[src/csq_pkg.sv]
// Purpose: Shared constants and types for the core supply mode sequencer
// Assumes: 50 MHz controller clock, synchronous active-high reset
// Notes: Times are kept in their own units; cycle counts derive from them
package csq_pkg;

  localparam int CLK_MHZ = 50;
  // Startup delay from clock-go falling to regulation-good release
  localparam int PGOOD_DELAY_US = 5000;
  localparam int PGOOD_DELAY_CYC = PGOOD_DELAY_US * CLK_MHZ;
  localparam int CNT_W = 24;

  // Slew divisor for soft-start and soft-shutdown
  localparam int SOFT_SLEW_DIV = 8;
  localparam int SLEW_W = 4;
  localparam logic [SLEW_W-1:0] SLEW_FULL = 4'h1;
  localparam logic [SLEW_W-1:0] SLEW_SOFT = 4'h8;

  localparam int CODE_W = 7;
  localparam logic [CODE_W-1:0] CODE_RESET = 7'h00;

  // Operating modes
  typedef enum logic [2:0] {
    CSQ_SKIP_VLOW,
    CSQ_SKIP_LOW,
    CSQ_PWM_ONE,
    CSQ_PWM_MAX_ONE,
    CSQ_PWM_MAX_TWO
  } csq_mode_t;

  // Sequencer states
  typedef enum logic [2:0] {
    CSQ_OFF,
    CSQ_SOFT_START,
    CSQ_BOOT,
    CSQ_TO_CODE,
    CSQ_RUN,
    CSQ_SOFT_STOP
  } csq_state_t;

endpackage

[src/csq_sequencer.sv]
// Purpose: Mode decode and status sequencing for a two-phase core supply
// Assumes: Analog comparator results arrive as asynchronous pin levels
// Notes: Open-drain outputs use low-active enables; low enable drives 0
`timescale 1ns/1ps

// Behaviour
// - Clock-go goes low while feedback is within regulation.
// - Clock-go held low during any voltage-code transition.
// - Outside startup, clock-go is the inverse of regulation-good.
// - With deep-sleep high, ignore the upper threshold for clock-go.
// - After transitions, regulation-good releases when feedback is in regulation.
// - At startup, regulation-good stays low through boot and 5 ms after clock-go.
// - Regulation-good is driven low in shutdown.
// - Regulation-good released while the slew controller ramps.
// - With deep-sleep high, upper comparator cannot pull regulation-good low.
// - Deep-sleep selects one-phase skip; else power-state 0 selects one-phase PWM.
// - Deep-sleep low, power-state high: maximum PWM, phases per strap.
// - Force full-phase PWM in startup, boot, boot transition and shutdown.
// - Thermal alarm pulls low when sense is below threshold; released in shutdown (code releases it only when off and still pulls low during soft-shutdown).
// - Full slew rate for skip-mode entry, exit and boot-to-code.
// - Soft-start and soft-shutdown ramp at one eighth slew rate.
// - Clocked code steps followed at stepping rate, capped at programmed slew.
// - Integrator disabled in skip mode while output is above target.
module csq_sequencer
  import csq_pkg::*;
#(
  // Boot delay in cycles; a bench may shorten it to keep runs brief
  parameter int PG_DELAY_CYC = PGOOD_DELAY_CYC
) (
  // Clock and reset
  input wire logic clk,
  input wire logic rst,
  // Platform control inputs (asynchronous)
  input wire logic enable,
  input wire logic deep_sleep_request,
  input wire logic power_state_indicator,
  input wire logic [CODE_W-1:0] voltage_code,
  input wire logic [CODE_W-1:0] boot_code,
  // Analog comparator results (asynchronous)
  input wire logic feedback_sense_below_upper,
  input wire logic feedback_sense_above_lower,
  input wire logic thermistor_sense_in_low,
  input wire logic phase2_sense_positive_high,
  // Slew engine status
  input wire logic slew_at_target,
  // Status pins
  output logic clock_go_out_n,
  output logic output_regulation_good_oe_n,
  output logic output_regulation_good_o,
  output logic thermal_alarm_out_n_oe_n,
  output logic thermal_alarm_out_n_o,
  // Regulator control
  output csq_mode_t op_mode,
  output logic [CODE_W-1:0] target_code,
  output logic [SLEW_W-1:0] slew_divisor,
  output logic slew_active,
  output logic integrator_enable,
  output logic phase2_enable
);

  localparam int SYNC_W = 2 * CODE_W + 7;

  typedef struct packed {
    csq_state_t state;
    csq_mode_t mode;
    logic one_phase;
    logic [CODE_W-1:0] target;
    logic [CODE_W-1:0] last_code;
    logic [SLEW_W-1:0] slew_div;
    logic ramping;
    logic [CNT_W-1:0] pg_cnt;
    logic pg_done;
    logic clk_go_n;
    logic pgood_rel;
    logic hot;
    logic integ_en;
  } csq_st_t;

  csq_st_t st;
  csq_st_t next_st;

  logic [SYNC_W-1:0] sync_in;
  logic [SYNC_W-1:0] sync_out;
  logic s_en;
  logic s_dsr;
  logic s_psi;
  logic [CODE_W-1:0] s_code;
  logic [CODE_W-1:0] s_boot;
  logic s_below_up;
  logic s_above_lo;
  logic s_therm_low;
  logic s_ph2_high;
  logic in_reg;
  logic skip_now;
  csq_mode_t decoded;

  // All pin-level inputs pass a two-flop synchroniser
  assign sync_in = {enable, deep_sleep_request, power_state_indicator,
                    voltage_code, boot_code, feedback_sense_below_upper,
                    feedback_sense_above_lower, thermistor_sense_in_low,
                    phase2_sense_positive_high};

  csq_sync2 #(.W(SYNC_W)) u_sync (
    .clk(clk),
    .rst(rst),
    .d(sync_in),
    .q(sync_out)
  );

  assign {s_en, s_dsr, s_psi, s_code, s_boot, s_below_up, s_above_lo,
          s_therm_low, s_ph2_high} = sync_out;

  // Upper threshold blanked while the deep-sleep request is high
  assign in_reg = s_above_lo & (s_below_up | s_dsr);
  assign skip_now = (st.mode == CSQ_SKIP_VLOW) |
                    (st.mode == CSQ_SKIP_LOW);

  // Mode truth table, strap picks phase count for maximum power
  always_comb begin
    if (s_dsr) begin
      decoded = s_psi ? CSQ_SKIP_LOW : CSQ_SKIP_VLOW;
    end else if (!s_psi) begin
      decoded = CSQ_PWM_ONE;
    end else if (st.one_phase) begin
      decoded = CSQ_PWM_MAX_ONE;
    end else begin
      decoded = CSQ_PWM_MAX_TWO;
    end
  end

  // Sequencer next state
  always_comb begin
    logic dec_skip;
    dec_skip = 1'b0;
    next_st = st;
    next_st.hot = s_therm_low;
    dec_skip = (decoded == CSQ_SKIP_VLOW) | (decoded == CSQ_SKIP_LOW);
    case (st.state)
      CSQ_OFF: begin
        // Strap is sampled every cycle while the supply is off, then held
        next_st.one_phase = s_ph2_high;
        next_st.mode = CSQ_PWM_MAX_TWO;
        next_st.target = CODE_RESET;
        next_st.ramping = 1'b0;
        next_st.pg_cnt = '0;
        next_st.pg_done = 1'b0;
        next_st.clk_go_n = 1'b1;
        next_st.pgood_rel = 1'b0;
        if (s_en) begin
          next_st.state = CSQ_SOFT_START;
          next_st.target = s_boot;
          next_st.slew_div = SLEW_SOFT;
          next_st.ramping = 1'b1;
        end
      end
      CSQ_SOFT_START: begin
        next_st.mode = CSQ_PWM_MAX_TWO;
        if (slew_at_target) begin
          next_st.ramping = 1'b0;
          next_st.state = CSQ_BOOT;
        end
      end
      CSQ_BOOT: begin
        next_st.mode = CSQ_PWM_MAX_TWO;
        next_st.pgood_rel = 1'b0;
        next_st.clk_go_n = !in_reg;
        if (!st.clk_go_n) begin
          if (st.pg_cnt == CNT_W'(PG_DELAY_CYC - 1)) begin
            next_st.pg_done = 1'b1;
          end else begin
            next_st.pg_cnt = st.pg_cnt + 1'b1;
          end
        end
        if (st.pg_done) begin
          // Boot to code move uses full slew
          next_st.state = CSQ_TO_CODE;
          next_st.target = s_code;
          next_st.last_code = s_code;
          next_st.slew_div = SLEW_FULL;
          next_st.ramping = 1'b1;
          // Ramp starts now, so good is released and clock-go held low
          next_st.pgood_rel = 1'b1;
          next_st.clk_go_n = 1'b0;
        end
      end
      CSQ_TO_CODE: begin
        next_st.mode = CSQ_PWM_MAX_TWO;
        next_st.pgood_rel = 1'b1;
        next_st.clk_go_n = 1'b0;
        if (slew_at_target) begin
          next_st.ramping = 1'b0;
          next_st.state = CSQ_RUN;
          next_st.mode = decoded;
        end
      end
      CSQ_RUN: begin
        next_st.mode = decoded;
        if (s_code != st.last_code) begin
          // Clocked code steps: each step re-targets, slew caps the rate
          next_st.last_code = s_code;
          next_st.target = s_code;
          next_st.slew_div = SLEW_FULL;
          next_st.ramping = 1'b1;
        end else if (dec_skip != skip_now) begin
          next_st.slew_div = SLEW_FULL;
          next_st.ramping = 1'b1;
        end else if (slew_at_target) begin
          next_st.ramping = 1'b0;
        end
        // Released while ramping, else follows the window
        next_st.pgood_rel = next_st.ramping | in_reg;
        next_st.clk_go_n = next_st.ramping ? 1'b0
                           : !next_st.pgood_rel;
      end
      CSQ_SOFT_STOP: begin
        next_st.mode = CSQ_PWM_MAX_TWO;
        next_st.pgood_rel = 1'b0;
        next_st.clk_go_n = 1'b1;
        if (slew_at_target) begin
          next_st.ramping = 1'b0;
          next_st.state = CSQ_OFF;
        end
      end
      default: begin
        next_st.state = CSQ_OFF;
      end
    endcase
    // Shutdown request wins from any active state
    if (!s_en && st.state != CSQ_OFF && st.state != CSQ_SOFT_STOP) begin
      next_st.state = CSQ_SOFT_STOP;
      next_st.target = CODE_RESET;
      next_st.slew_div = SLEW_SOFT;
      next_st.ramping = 1'b1;
      next_st.pgood_rel = 1'b0;
      next_st.clk_go_n = 1'b1;
      next_st.mode = CSQ_PWM_MAX_TWO;
    end
    // Integrator off in skip with output above target
    next_st.integ_en = !(dec_skip && !s_below_up &&
                         next_st.state == CSQ_RUN);
  end

  // State register
  always_ff @(posedge clk) begin
    if (rst) begin
      st <= '{state: CSQ_OFF, mode: CSQ_PWM_MAX_TWO, one_phase: 1'b0,
              target: CODE_RESET, last_code: CODE_RESET,
              slew_div: SLEW_FULL, ramping: 1'b0, pg_cnt: '0,
              pg_done: 1'b0, clk_go_n: 1'b1, pgood_rel: 1'b0,
              hot: 1'b0, integ_en: 1'b1};
    end else begin
      st <= next_st;
    end
  end

  // Outputs; open-drain enables low means pin driven low
  assign clock_go_out_n = st.clk_go_n;
  assign output_regulation_good_o = 1'b0;
  assign output_regulation_good_oe_n = st.pgood_rel;
  assign thermal_alarm_out_n_o = 1'b0;
  assign thermal_alarm_out_n_oe_n =
    !(st.hot && st.state != CSQ_OFF);
  assign op_mode = st.mode;
  assign target_code = st.target;
  assign slew_divisor = st.slew_div;
  assign slew_active = st.ramping;
  assign integrator_enable = st.integ_en;
  assign phase2_enable = (st.mode == CSQ_PWM_MAX_TWO);

  // Checks
  a_clkgo_in_ramp: assert property (@(posedge clk) disable iff (rst)
    (st.ramping && (st.state == CSQ_RUN || st.state == CSQ_TO_CODE))
      |-> !clock_go_out_n)
    else $error("clock-go high during ramp");
  a_clkgo_inverse: assert property (@(posedge clk) disable iff (rst)
    (st.state != CSQ_BOOT) |->
      (clock_go_out_n != output_regulation_good_oe_n))
    else $error("clock-go not inverse of good");
  a_pgood_off_low: assert property (@(posedge clk) disable iff (rst)
    (st.state == CSQ_OFF || st.state == CSQ_SOFT_STOP) |->
      !output_regulation_good_oe_n)
    else $error("good released in shutdown");
  a_pgood_boot_low: assert property (@(posedge clk) disable iff (rst)
    (st.state == CSQ_BOOT) |-> !output_regulation_good_oe_n)
    else $error("good released in boot");
  a_pgood_release: assert property (@(posedge clk) disable iff (rst)
    $rose(output_regulation_good_oe_n) |->
      (st.state == CSQ_RUN || st.state == CSQ_TO_CODE))
    else $error("good released in startup or shutdown");
  a_ramp_release: assert property (@(posedge clk) disable iff (rst)
    (st.ramping && (st.state == CSQ_RUN || st.state == CSQ_TO_CODE))
      |-> output_regulation_good_oe_n)
    else $error("good low while ramping");
  a_force_full: assert property (@(posedge clk) disable iff (rst)
    (st.state != CSQ_RUN) |-> (op_mode == CSQ_PWM_MAX_TWO))
    else $error("mode not forced in sequence");
  a_skip_decode: assert property (@(posedge clk) disable iff (rst)
    (st.state == CSQ_RUN && $past(st.state) == CSQ_RUN && $past(s_dsr))
      |-> skip_now)
    else $error("deep sleep did not select skip");
  a_strap_phase: assert property (@(posedge clk) disable iff (rst)
    (st.state == CSQ_RUN && st.one_phase) |->
      (op_mode != CSQ_PWM_MAX_TWO && !phase2_enable))
    else $error("two phases with one-phase strap");
  a_soft_slew: assert property (@(posedge clk) disable iff (rst)
    $rose(st.state == CSQ_SOFT_STOP) |-> (slew_divisor == SLEW_SOFT))
    else $error("soft stop without eighth slew");
  a_start_slew: assert property (@(posedge clk) disable iff (rst)
    $rose(st.state == CSQ_SOFT_START) |-> (slew_divisor == SLEW_SOFT))
    else $error("soft start without eighth slew");
  a_boot_full_slew: assert property (@(posedge clk) disable iff (rst)
    $rose(st.state == CSQ_TO_CODE) |-> (slew_divisor == SLEW_FULL))
    else $error("boot to code without full slew");
  a_hot_off: assert property (@(posedge clk) disable iff (rst)
    (st.state == CSQ_OFF) |-> thermal_alarm_out_n_oe_n)
    else $error("thermal alarm driven in shutdown");
  a_hot_pull: assert property (@(posedge clk) disable iff (rst)
    (st.state == CSQ_RUN && st.hot) |-> !thermal_alarm_out_n_oe_n)
    else $error("thermal alarm not driven when hot");
  a_integ_skip: assert property (@(posedge clk) disable iff (rst)
    (st.state == CSQ_RUN && skip_now && $past(!s_below_up) && !st.ramping
     && $past(st.state) == CSQ_RUN && st.mode == $past(st.mode))
      |-> !integrator_enable)
    else $error("integrator on in skip above target");
  a_integ_pwm: assert property (@(posedge clk) disable iff (rst)
    (st.state == CSQ_RUN && !skip_now) |-> integrator_enable)
    else $error("integrator off outside skip");
  a_boot_delay: assert property (@(posedge clk) disable iff (rst)
    $rose(st.state == CSQ_TO_CODE) |->
      (st.pg_cnt == CNT_W'(PG_DELAY_CYC - 1)))
    else $error("boot left before delay");

  c_start: cover property (@(posedge clk) disable iff (rst)
    $rose(st.state == CSQ_BOOT));
  c_run: cover property (@(posedge clk) disable iff (rst)
    $rose(st.state == CSQ_RUN));
  c_skip: cover property (@(posedge clk) disable iff (rst)
    st.state == CSQ_RUN && skip_now);
  c_stop: cover property (@(posedge clk) disable iff (rst)
    $rose(st.state == CSQ_SOFT_STOP));
  c_one_phase: cover property (@(posedge clk) disable iff (rst)
    st.state == CSQ_RUN && op_mode == CSQ_PWM_MAX_ONE);

endmodule

[src/csq_sync2.sv]
// Purpose: Two-flop synchroniser for a bundle of asynchronous levels
// Assumes: Inputs are quasi-static levels from pins
// Notes: First stage feeds only the second stage
`timescale 1ns/1ps
module csq_sync2 #(
  parameter int W = 1
) (
  // Clock and reset
  input wire logic clk,
  input wire logic rst,
  // Data
  input wire logic [W-1:0] d,
  output logic [W-1:0] q
);

  typedef struct packed {
    logic [W-1:0] s1;
    logic [W-1:0] s2;
  } csq_sync_st_t;

  csq_sync_st_t st;
  csq_sync_st_t next_st;

  // Shift one stage per clock
  always_comb begin
    next_st.s1 = d;
    next_st.s2 = st.s1;
  end

  // Register stage pair
  always_ff @(posedge clk) begin
    if (rst) begin
      st <= '0;
    end else begin
      st <= next_st;
    end
  end

  assign q = st.s2;

endmodule

[config.mk]
export PLATFORM = sky130hd
export DESIGN_NAME = csq_sequencer
export DESIGN_NICKNAME = d
export VERILOG_FILES = /design/src/csq_pkg.sv /design/src/csq_sequencer.sv /design/src/csq_sync2.sv
export SDC_FILE = /design/constraint.sdc
export NUM_CORES = 1
export LEC_CHECK = 0
export BUFFER_PORTS_ARGS = -buffer_cell sky130_fd_sc_hd__buf_2
export CAP_MARGIN = 20
export CORE_MARGIN = 10
export CORE_UTILIZATION = 58
export CTS_CLUSTER_DIAMETER = 50
export CTS_CLUSTER_SIZE = 16
export DETAILED_ROUTE_END_ITERATION = 10
export PLACE_DENSITY = 0.79
export SLEW_MARGIN = 20
export SYNTH_ARGS = -nofsm -noshare
export SYNTH_HDL_FRONTEND = slang
export SYNTH_SLANG_ARGS = --single-unit
[constraint.sdc]
create_clock -name clk -period 2.48 [get_ports clk]
set_input_delay 0.372 -clock clk [delete_from_list [all_inputs] [get_ports clk]]
set_output_delay 0.372 -clock clk [all_outputs]
set_load 0.05 [all_outputs]
## After elaboration in Yosys (flattened, before gate mapping)

Index checks and enable logic that the tools add are counted.

| word-level totals | value |
|---|---|
| bits in registers | 97 |
| input bits | 24 |
| output and inout port bits | 22 |
| word-level logic and storage cells | 111 |

| cells by class | value |
|---|---|
| add/subtract/negate cells | 1 |
| equality and inequality tests | 23 |
| muxes and demuxes | 33 |
| bitwise operators | 5 |
| reductions and logical operators | 33 |

Operator list:

| kind | number |
|---|---|
| case mux 25 bit (2 select lines) | 1 |
| two-way mux 25 bit | 1 |
| adder 24 x 1 -> 24 bit, second input constant | 1 |
| == test 24 x 18 -> 1 bit, second input constant | 1 |
| two-way mux 24 bit | 1 |
| two-way mux 3 bit | 7 |
| case mux 7 bit (3 select lines) | 1 |
| two-way mux 5 bit | 4 |
| two-way mux 19 bit | 1 |
| case mux 3 bit (6 select lines) | 1 |
| two-way mux 14 bit | 1 |
| case mux 7 bit (2 select lines) | 1 |
| == test 3 bit, second input constant | 4 |
| two-way mux 6 bit | 2 |
| case mux 4 bit (3 select lines) | 1 |
| AND reduction 3 bit | 4 |
| != test 2 bit, second input constant | 5 |
| == test 3 x 1 -> 1 bit, second input constant | 3 |
| zero test 3 bit | 3 |
| != test 3 bit, second input constant | 3 |
| case mux 3 bit (3 select lines) | 1 |
| nonzero test 3 bit | 3 |
| case mux 2 bit (4 select lines) | 1 |
| AND reduction 4 bit | 2 |
| other kinds (22) | 42 |

## Logic depth before layout (Yosys ltp)

Gate-level depths: netlist of the first run.

| logic depth | value |
|---|---|
| depth in word-level cells | 13 |
| mapped depth | 9 |
| mapped depth without buffers | 5 |

## Cells and area by module

Synthesis of the first run repeated with hierarchy kept, for this count alone.

| unflattened totals | value |
|---|---|
| cells, all modules | 456 |
| area, all modules | 4078.9 um2 |

Modules (own cells, without submodules):

| module | times used | cells each | area an instance (um2) | seq. area each (um2) |
|---|---|---|---|---|
| csq_sequencer | 1 | 368 | 2955.3 | 1061.0 |
| csq_sync2 | 1 | 88 | 1123.6 | 840.8 |

## Worst setup path before layout of the first run

No wires, ideal clock.

| timing path | value |
|---|---|
| path type | reg2out |
| start | register st, in the netlist op_mode[2] |
| end | output phase2_enable |
| arrival time | 1517 ps |
| required time | 2108 ps |
| path slack | 591 ps |
| stages on the path, launching flop included | 2 |
| path buffers | 0 |
| path through | dfxtp_1 -> nor3b_1 |

| between the ends | value |
|---|---|
| word-level cells in the longest chain between the ends | 1 |

Ends and longest elaborated chain:

| element | line | RTL |
|---|---|---|
| from (decl) | csq_sequencer.sv:79 | `csq_st_t st;` |
| from (signal assigned) | csq_sequencer.sv:246 | `st <= '{state: CSQ_OFF, mode: CSQ_PWM_MAX_TWO, one_phase: 1'b0,` |
| from (signal assigned) | csq_sequencer.sv:252 | `st <= next_st;` |
| == test 3 bit | csq_sequencer.sv:268 | `assign phase2_enable = (st.mode == CSQ_PWM_MAX_TWO);` |
| to (decl) | csq_sequencer.sv:58 | `output logic phase2_enable` |

Every way passes these cells.

## Worst setup path after layout of the first run

| timing path | value |
|---|---|
| start | register st[53] in the netlist's numbering |
| end | register st[25] in the netlist's numbering |

| between the ends | value |
|---|---|
| word-level cells in the longest chain between the ends | 3 |
| elaborated cells on any way between the ends | 7 |
| those cells by class | eq/ne: 3; mux: 1; reduce/logical: 3 |

Ends and longest elaborated chain:

| element | line | RTL |
|---|---|---|
| == test 3 x 2 -> 1 bit or zero test 3 bit (tied branches) | csq_sequencer.sv:138 | `case (st.state)` |
| != test 2 bit (no line) or nonzero test 2 bit (tied branches) | - |  |
| AND reduction 3 bit (no line) | - |  |

Parallel ways exist; a longest one is shown, timed or not.
A chain may end at the register's enable or synchronous reset.

==> qor.csv, run 1 <==
metric;value;unit
CTS clk-pin slew, worst paths;0.10;ns
Detail Placement HPWL;6.01;mm
CTS Buf Count;9;
CP Data Required Time;2.73;ns
initial antenna violation count;0;
core area;6830;sq um
Detail Route Antenna Nets;0;
Placed Area;4250;sq um
WL per Instance;15.1;um
Post-Synthesis Cells;458;
number of synthesized flops with an enable pin;0;
max-cap viol count;0;
# DRC;0;
critical path capture point type;flip-flop;
DR vias/cell;5.55;
Post-Syn Area;4090;sq um
HP Class;primary input to flip-flop;
Die X-Extent;104;um
sequential share of the synthesized area;46.5;%
post-layout min period;2.17;ns
routed wl met3;653;um
relative slew slack;60.9;%
total global routing track utilization;16.1;%
setup TNS;0;ns
synthesis-to-finish area growth;8.90;%
CTS sink cnt;95;
final net count;506;
post-synthesis cell type count;52;
Antenna diodes;0;
ys async rst share;0;%
Die Ht;104;um
Slew @ Worst Pin;0.585;ns
filler cell count;591;
Hold-fix buffers, CTS;0;
met2 wire length;3.71;mm
Core Rows;30;
fmax;0.461;GHz
Final period util;87.6;%
Initial Util;59.9;%
final instance area;4450;sq um
fin. max-slew vios;0;
Lkg Pwr;1.66;nW
#FFs+latches synth;95;
hold slack;0.207;ns
largest net degree at the start of global routing;53;
vias in the first global route;3022;
Synth Flop Type;dfxtp_1;
DIE AREA;10800;sq um
I/O pins;46;
DR vias;3228;
global route total overflow;0;
critical path arrival;2.42;ns
Placer Congestion;0.889;
IO Port Bufs;41;
TritonRoute pass-1 iters;4;
clock latency on the worst-skew pair;0.37;ns
layout cells sized above 1;14.8;%
RSZ-0062 raised after global routing;no;
M1 WL;4.28;mm
global-route wire length before repair;14.7;mm
Clock Skew;0.0199;ns
worst-case vdd ir drop;0.587;mV
highest metal used;met4;
critical path fanouts, max;17;
Routed WL;8.77;mm
Worst Setup Start Kind;flip-flop;
post-CTS setup buffers;0;
CTS resizes;0;
Synth Area per Inst;8.93;sq um
Fin. Hold Viols;0;
placed cells;566;
Power Density;859;nW/um^2
Max clock buf depth;2;
DRT iter0 DRCs;216;
critical path type;flip-flop to flip-flop;
Final Non-Filler Cells;582;
CTS tree;built;
CTS root buf;clkbuf_8;
Synth warnings;0;
run status;finished, final reports clean;
setup violators final;0;
htree depth;3;
## metrics by stage
stage	setup WS (ns)	power (mW)	utilization (%)
after floorplan	0.591	2.61	-
after global placement	0.435	2.80	62.2
after detailed placement	0.350	2.82	62.2
after CTS	0.299	3.84	65.2
after global routing	0.127	4.03	65.2
final	0.309	3.83	65.2
## per-layer routing
| metal | vias up | GRT usage, % |
|---|---|---|
| met5 | - | 0 |
| met4 | 0 | 5.47 |
| met3 | 12 | 5.27 |
| met2 | 100 | 22.7 |
| met1 | 1486 | 22.4 |
| li1 | 1630 | - |
## where the power goes
| part | leakage, nW | internal (mW) | switching, mW |
|---|---|---|---|
| logic | 0.775 | 0.333 | 0.759 |
| registers | 0.777 | 1.64 | 0.0669 |
| clock network | 0.104 | 0.405 | 0.624 |
## registers in the layout (all words and copies together), names as in the netlist
signal,flops
slew_divisor,2
slew_active,1
clock_go_out_n,1
op_mode,3
st,37
u_sync.next_st,21
target_code,7
integrator_enable,1
u_sync.q,21
output_regulation_good_oe_n,1
## cells in the mapped netlist, types with 9 or more instances
cell type | instances | area, sq um
a21oi_1 | 27 | 135
nor2b_1 | 48 | 300
clkbuf_1 | 16 | 60.1
nor2_1 | 42 | 158
dfxtp_1 | 95 | 1900
or4_1 | 11 | 82.6
nor3_1 | 17 | 85.1
nand2_1 | 25 | 93.8
mux2i_1 | 10 | 100
o31ai_1 | 12 | 90.1
xnor2_1 | 13 | 114
buf_4 | 16 | 120
nand3_1 | 10 | 50.1
nand2b_1 | 9 | 56.3
## path summary, 6_finish.rpt
check / start / endpoint / slack [ns] / cells after the start
worst min-delay path: boot_code[3] / u_sync.next_st[7]$_SDFF_PP0_ / 0.21 / 2
worst max-delay path: st[53]$_SDFF_PP0_ / st[25]$_SDFFE_PP0P_ / 0.31 / 4
worst max register to register: st[53]$_SDFF_PP0_ / st[25]$_SDFFE_PP0P_ / 0.31 / 4
worst min register to register: u_sync.q[0]$_SDFF_PP0_ / st[48]$_SDFFE_PP0P_ / 0.45 / 2
## layout make-up
cell class,count,area [sq um],area share [%]
multi-input combinational,316,1920,43.2
clock buffer,9,124,2.78
inverter,10,37.5,0.843
timing repair buffer,49,265,5.96
tap,96,120,2.70
clock inverter,7,81.3,1.83
sequential,95,1900,42.7
## layout by cell type, fill, tap and decap left out, drive strengths merged, types with 7 or more instances in the layout
master and count:
clkbuf 9, nand2 25, dfxtp 95, nor2b 48, nand4 7, nor2 42
xnor2 13, o31ai 12, a211oi 8, o21ai 14, nor3 17, or4 11
buf 49, nand2b 9, a21oi 27, nand3 10, mux2i 10, inv 14
## logic make-up after synthesis
family | Yosys count | share of synthesized area (%)
buf+inv | 50 | 6.73
xor+xnor | 13 | 2.78
other cells | 1 | 0.0917
flops | 95 | 46.5
simple gates | 205 | 27.9
mux | 12 | 3.00
fa+ha+maj | 1 | 0.306
compound gates | 81 | 12.7
## worst max-delay path: stages (launching register included)
cell and delay [ns]:
dfxtp_1 0.34, a211oi_1 0.40, nand3_1 0.51, nor4_1 0.45
mux2_1 0.37
No activity file was read; power rests on OpenSTA's default activity.
==> run 2: changes to the inputs <==
--- a/config.mk
+++ b/config.mk
@@ -8,11 +8,12 @@
 export BUFFER_PORTS_ARGS = -buffer_cell sky130_fd_sc_hd__buf_2
 export CAP_MARGIN = 20
 export CORE_MARGIN = 10
-export CORE_UTILIZATION = 58
+export CORE_UTILIZATION = 60
+export CTS_BUF_LIST = sky130_fd_sc_hd__clkbuf_8
 export CTS_CLUSTER_DIAMETER = 50
 export CTS_CLUSTER_SIZE = 16
 export DETAILED_ROUTE_END_ITERATION = 10
-export PLACE_DENSITY = 0.79
+export PLACE_DENSITY = 0.81
 export SLEW_MARGIN = 20
 export SYNTH_ARGS = -nofsm -noshare
 export SYNTH_HDL_FRONTEND = slang
==> qor.csv, run 2 (synthesis gave the netlist of run 1 again) <==
metric;value;unit;change
hold depth;2;;unchanged
Hold Path Origin;voltage_code[6];;
global-route wire length before repair;14.0;mm;-4.9%
DIE AREA;10500;sq um;-2.7%
Reg with most FFs;st;;
fin. max-slew vios;0;;unchanged
initial antenna violation count;0;;unchanged
relative slew slack;59.3;%;-1.5 points
largest net degree at the start of global routing;43;;-19%
critical path cell sequence;buf_4, inv_2, nand2_1, nand2_1, buf_2;;
Initial Util;60.9;%;+1.0 points
Crit path top cell by count;nand2_1;;
Detail Route Antenna Nets;0;;unchanged
Hold-fix buffers, CTS;0;;unchanged
I/O pins;46;;unchanged
commonest non-fill, non-tap cells in the layout;95 x dfxtp_1, 48 x nor2b_1, 42 x nor2_1;;
Power Density;856;nW/um^2;-0.39%
Placer Congestion;0.908;;+2.2%
HP Class;primary input to flip-flop;;
filler cell count;556;;-5.9%
sequential power share;44.8;%;+0.2 points
CP Data Required Time;2.11;ns;-0.62 ns
synthesis-to-finish area growth;8.60;%;
Lkg Pwr;1.66;nW;+0.25%
Die X-Extent;103;um;-1.4%
Fin. Hold Viols;0;;unchanged
global route total overflow;0;;unchanged
layout cells sized above 1;15.0;%;+0.17 points
CTS resizes;0;;unchanged
total global routing track utilization;16.4;%;+0.34 points
final instance area;4440;sq um;-0.28%
# DRC;0;;unchanged
critical path arrival;1.58;ns;-0.84 ns
DRT iter0 DRCs;146;;-32%
Final Power;3.80;mW;-0.67%
Worst Hold Path EP;u_sync.next_st[17]$_SDFF_PP0_;;
TritonRoute pass-1 iters;4;;unchanged
CTS clk-pin slew, worst paths;0.10;ns;about the same
DR vias;3208;;-0.62%
htree depth;3;;unchanged
critical path fanouts, max;21;;+4
setup TNS;0;ns;unchanged
setup violators final;0;;unchanged
CTS root buf;clkbuf_8;;
CTS Buf Count;9;;unchanged
Critical R2R Launch;u_sync.q[19]$_SDFF_PP0_;;
r2r setup slk;0.55;ns;+0.24 ns
sw power;1.43;mW;-1.7%
R2R Path End;slew_divisor[0]$_SDFFE_PP1P_;;
post-CTS setup buffers;0;;unchanged
worst-case vdd ir drop;0.432;mV;-26%
Final period util;78.8;%;-8.8 points
Detail Placement HPWL;5.77;mm;-4.0%
post-layout min period;1.95;ns;-0.218 ns
Slowest cell on crit path;dfxtp_1;;
vias in the first global route;3029;;+0.23%
Slew @ Worst Pin;0.610;ns;+0.0247 ns
WL per Instance;14.7;um;-2.3%
switching portion of total power;37.5;%;-0.40 points
Placed Area;4240;sq um;-0.29%
R2R depth;5;;+1
Die Ht;103;um;-1.4%
Clock Skew;0.0125;ns;-0.00748 ns
critical path capture point type;output port;;
hold slack;0.200;ns;-0.00751 ns
DR vias/cell;5.66;;+2.0%
placed cells;551;;-2.7%
CP max stage delay;0.33;ns;-0.18 ns
Combinational Power Share;28.4;%;-0.2 points
leading cell type in the layout, fill and taps excluded;dfxtp_1;;
max-cap viol count;0;;unchanged
final net count;507;;+0.20%
max reg flops;37;;unchanged
run status;finished, final reports clean;;
clock latency on the worst-skew pair;0.37;ns;about the same
fmax;0.512;GHz;+11%
Final Non-Filler Cells;567;;-2.6%
Routed WL;8.35;mm;-4.8%
critical path type;flip-flop to output port;;
Antenna diodes;0;;unchanged
Core Rows;30;;unchanged
IO Port Bufs;41;;unchanged
CTS sink cnt;95;;unchanged
core area;6720;sq um;-1.6%
Worst Setup Start Kind;flip-flop;;
Int Pwr;2.38;mW;about the same
RSZ-0062 raised after global routing;no;;
Max clock buf depth;2;;unchanged
CTS tree;built;;
clock group share of total power;26.8;%;about the same
run 2: changes by cell type in the layout (fill, tap and decap cells not counted):
cell / before / now
buf_4: 8 / 9
run 2: worst max-delay path by stage:
stage / from / end / cells after the start
floorplan: op_mode[2]$_SDFFE_PP1P_ / phase2_enable / 1
global placement: op_mode[2]$_SDFFE_PP1P_ / slew_divisor[0]$_SDFFE_PP1P_ / 5
detailed placement: op_mode[2]$_SDFFE_PP1P_ / slew_divisor[0]$_SDFFE_PP1P_ / 5
CTS: st[53]$_SDFF_PP0_ / thermal_alarm_out_n_oe_n / 5
global route: st[52]$_SDFF_PP0_ / thermal_alarm_out_n_oe_n / 5
finish: st[53]$_SDFF_PP0_ / thermal_alarm_out_n_oe_n / 5
run 2: metrics by stage:
stage | worst slack (ns) | util [%]
2_1_floorplan | 0.591 | -
3_3_place_gp | 0.615 | 63.1
3_5_place_dp | 0.574 | 63.1
4_1_cts | 0.519 | 66.1
5_1_grt | 0.432 | 66.1
6_report | 0.527 | 66.1
run 2: layer usage:
layer  part of all wire [%]  GRT usage (%)
met1                     48           21.7
met2                     44           25.1
met3                    6.5           4.49
met4                    1.3           5.97
met5                      0              0
run 2: final cells by class:
type	instances	area (sq um)	area share (%)
Clock inverter	7	81.3	1.83
Tap cell	80	100	2.25
Timing Repair Buffer	50	273	6.14
Sequential cell	95	1900	42.8
Inverter	10	37.5	0.845
Multi-Input combinational cell	316	1920	43.3
Clock buffer	9	124	2.79
run 2: power by group through the flow:
stage / logic [mW] / registers, mW / clock network [mW]
5_1_grt: 1.18 / 1.72 / 1.11
4_1_cts: 1.08 / 1.70 / 1.04
3_5_place_dp: 1.07 / 1.74 / 0
3_3_place_gp: 1.06 / 1.74 / 0
2_1_floorplan: 0.844 / 1.77 / 0
6_report: 1.08 / 1.70 / 1.02
run 2: worst max-delay path, delay by kind of cell (launching register included):
kind,cells,cell delay (ns)
and+or+nand+nor,2,0.26
DFF,1,0.33
buffers and inverters,3,0.62
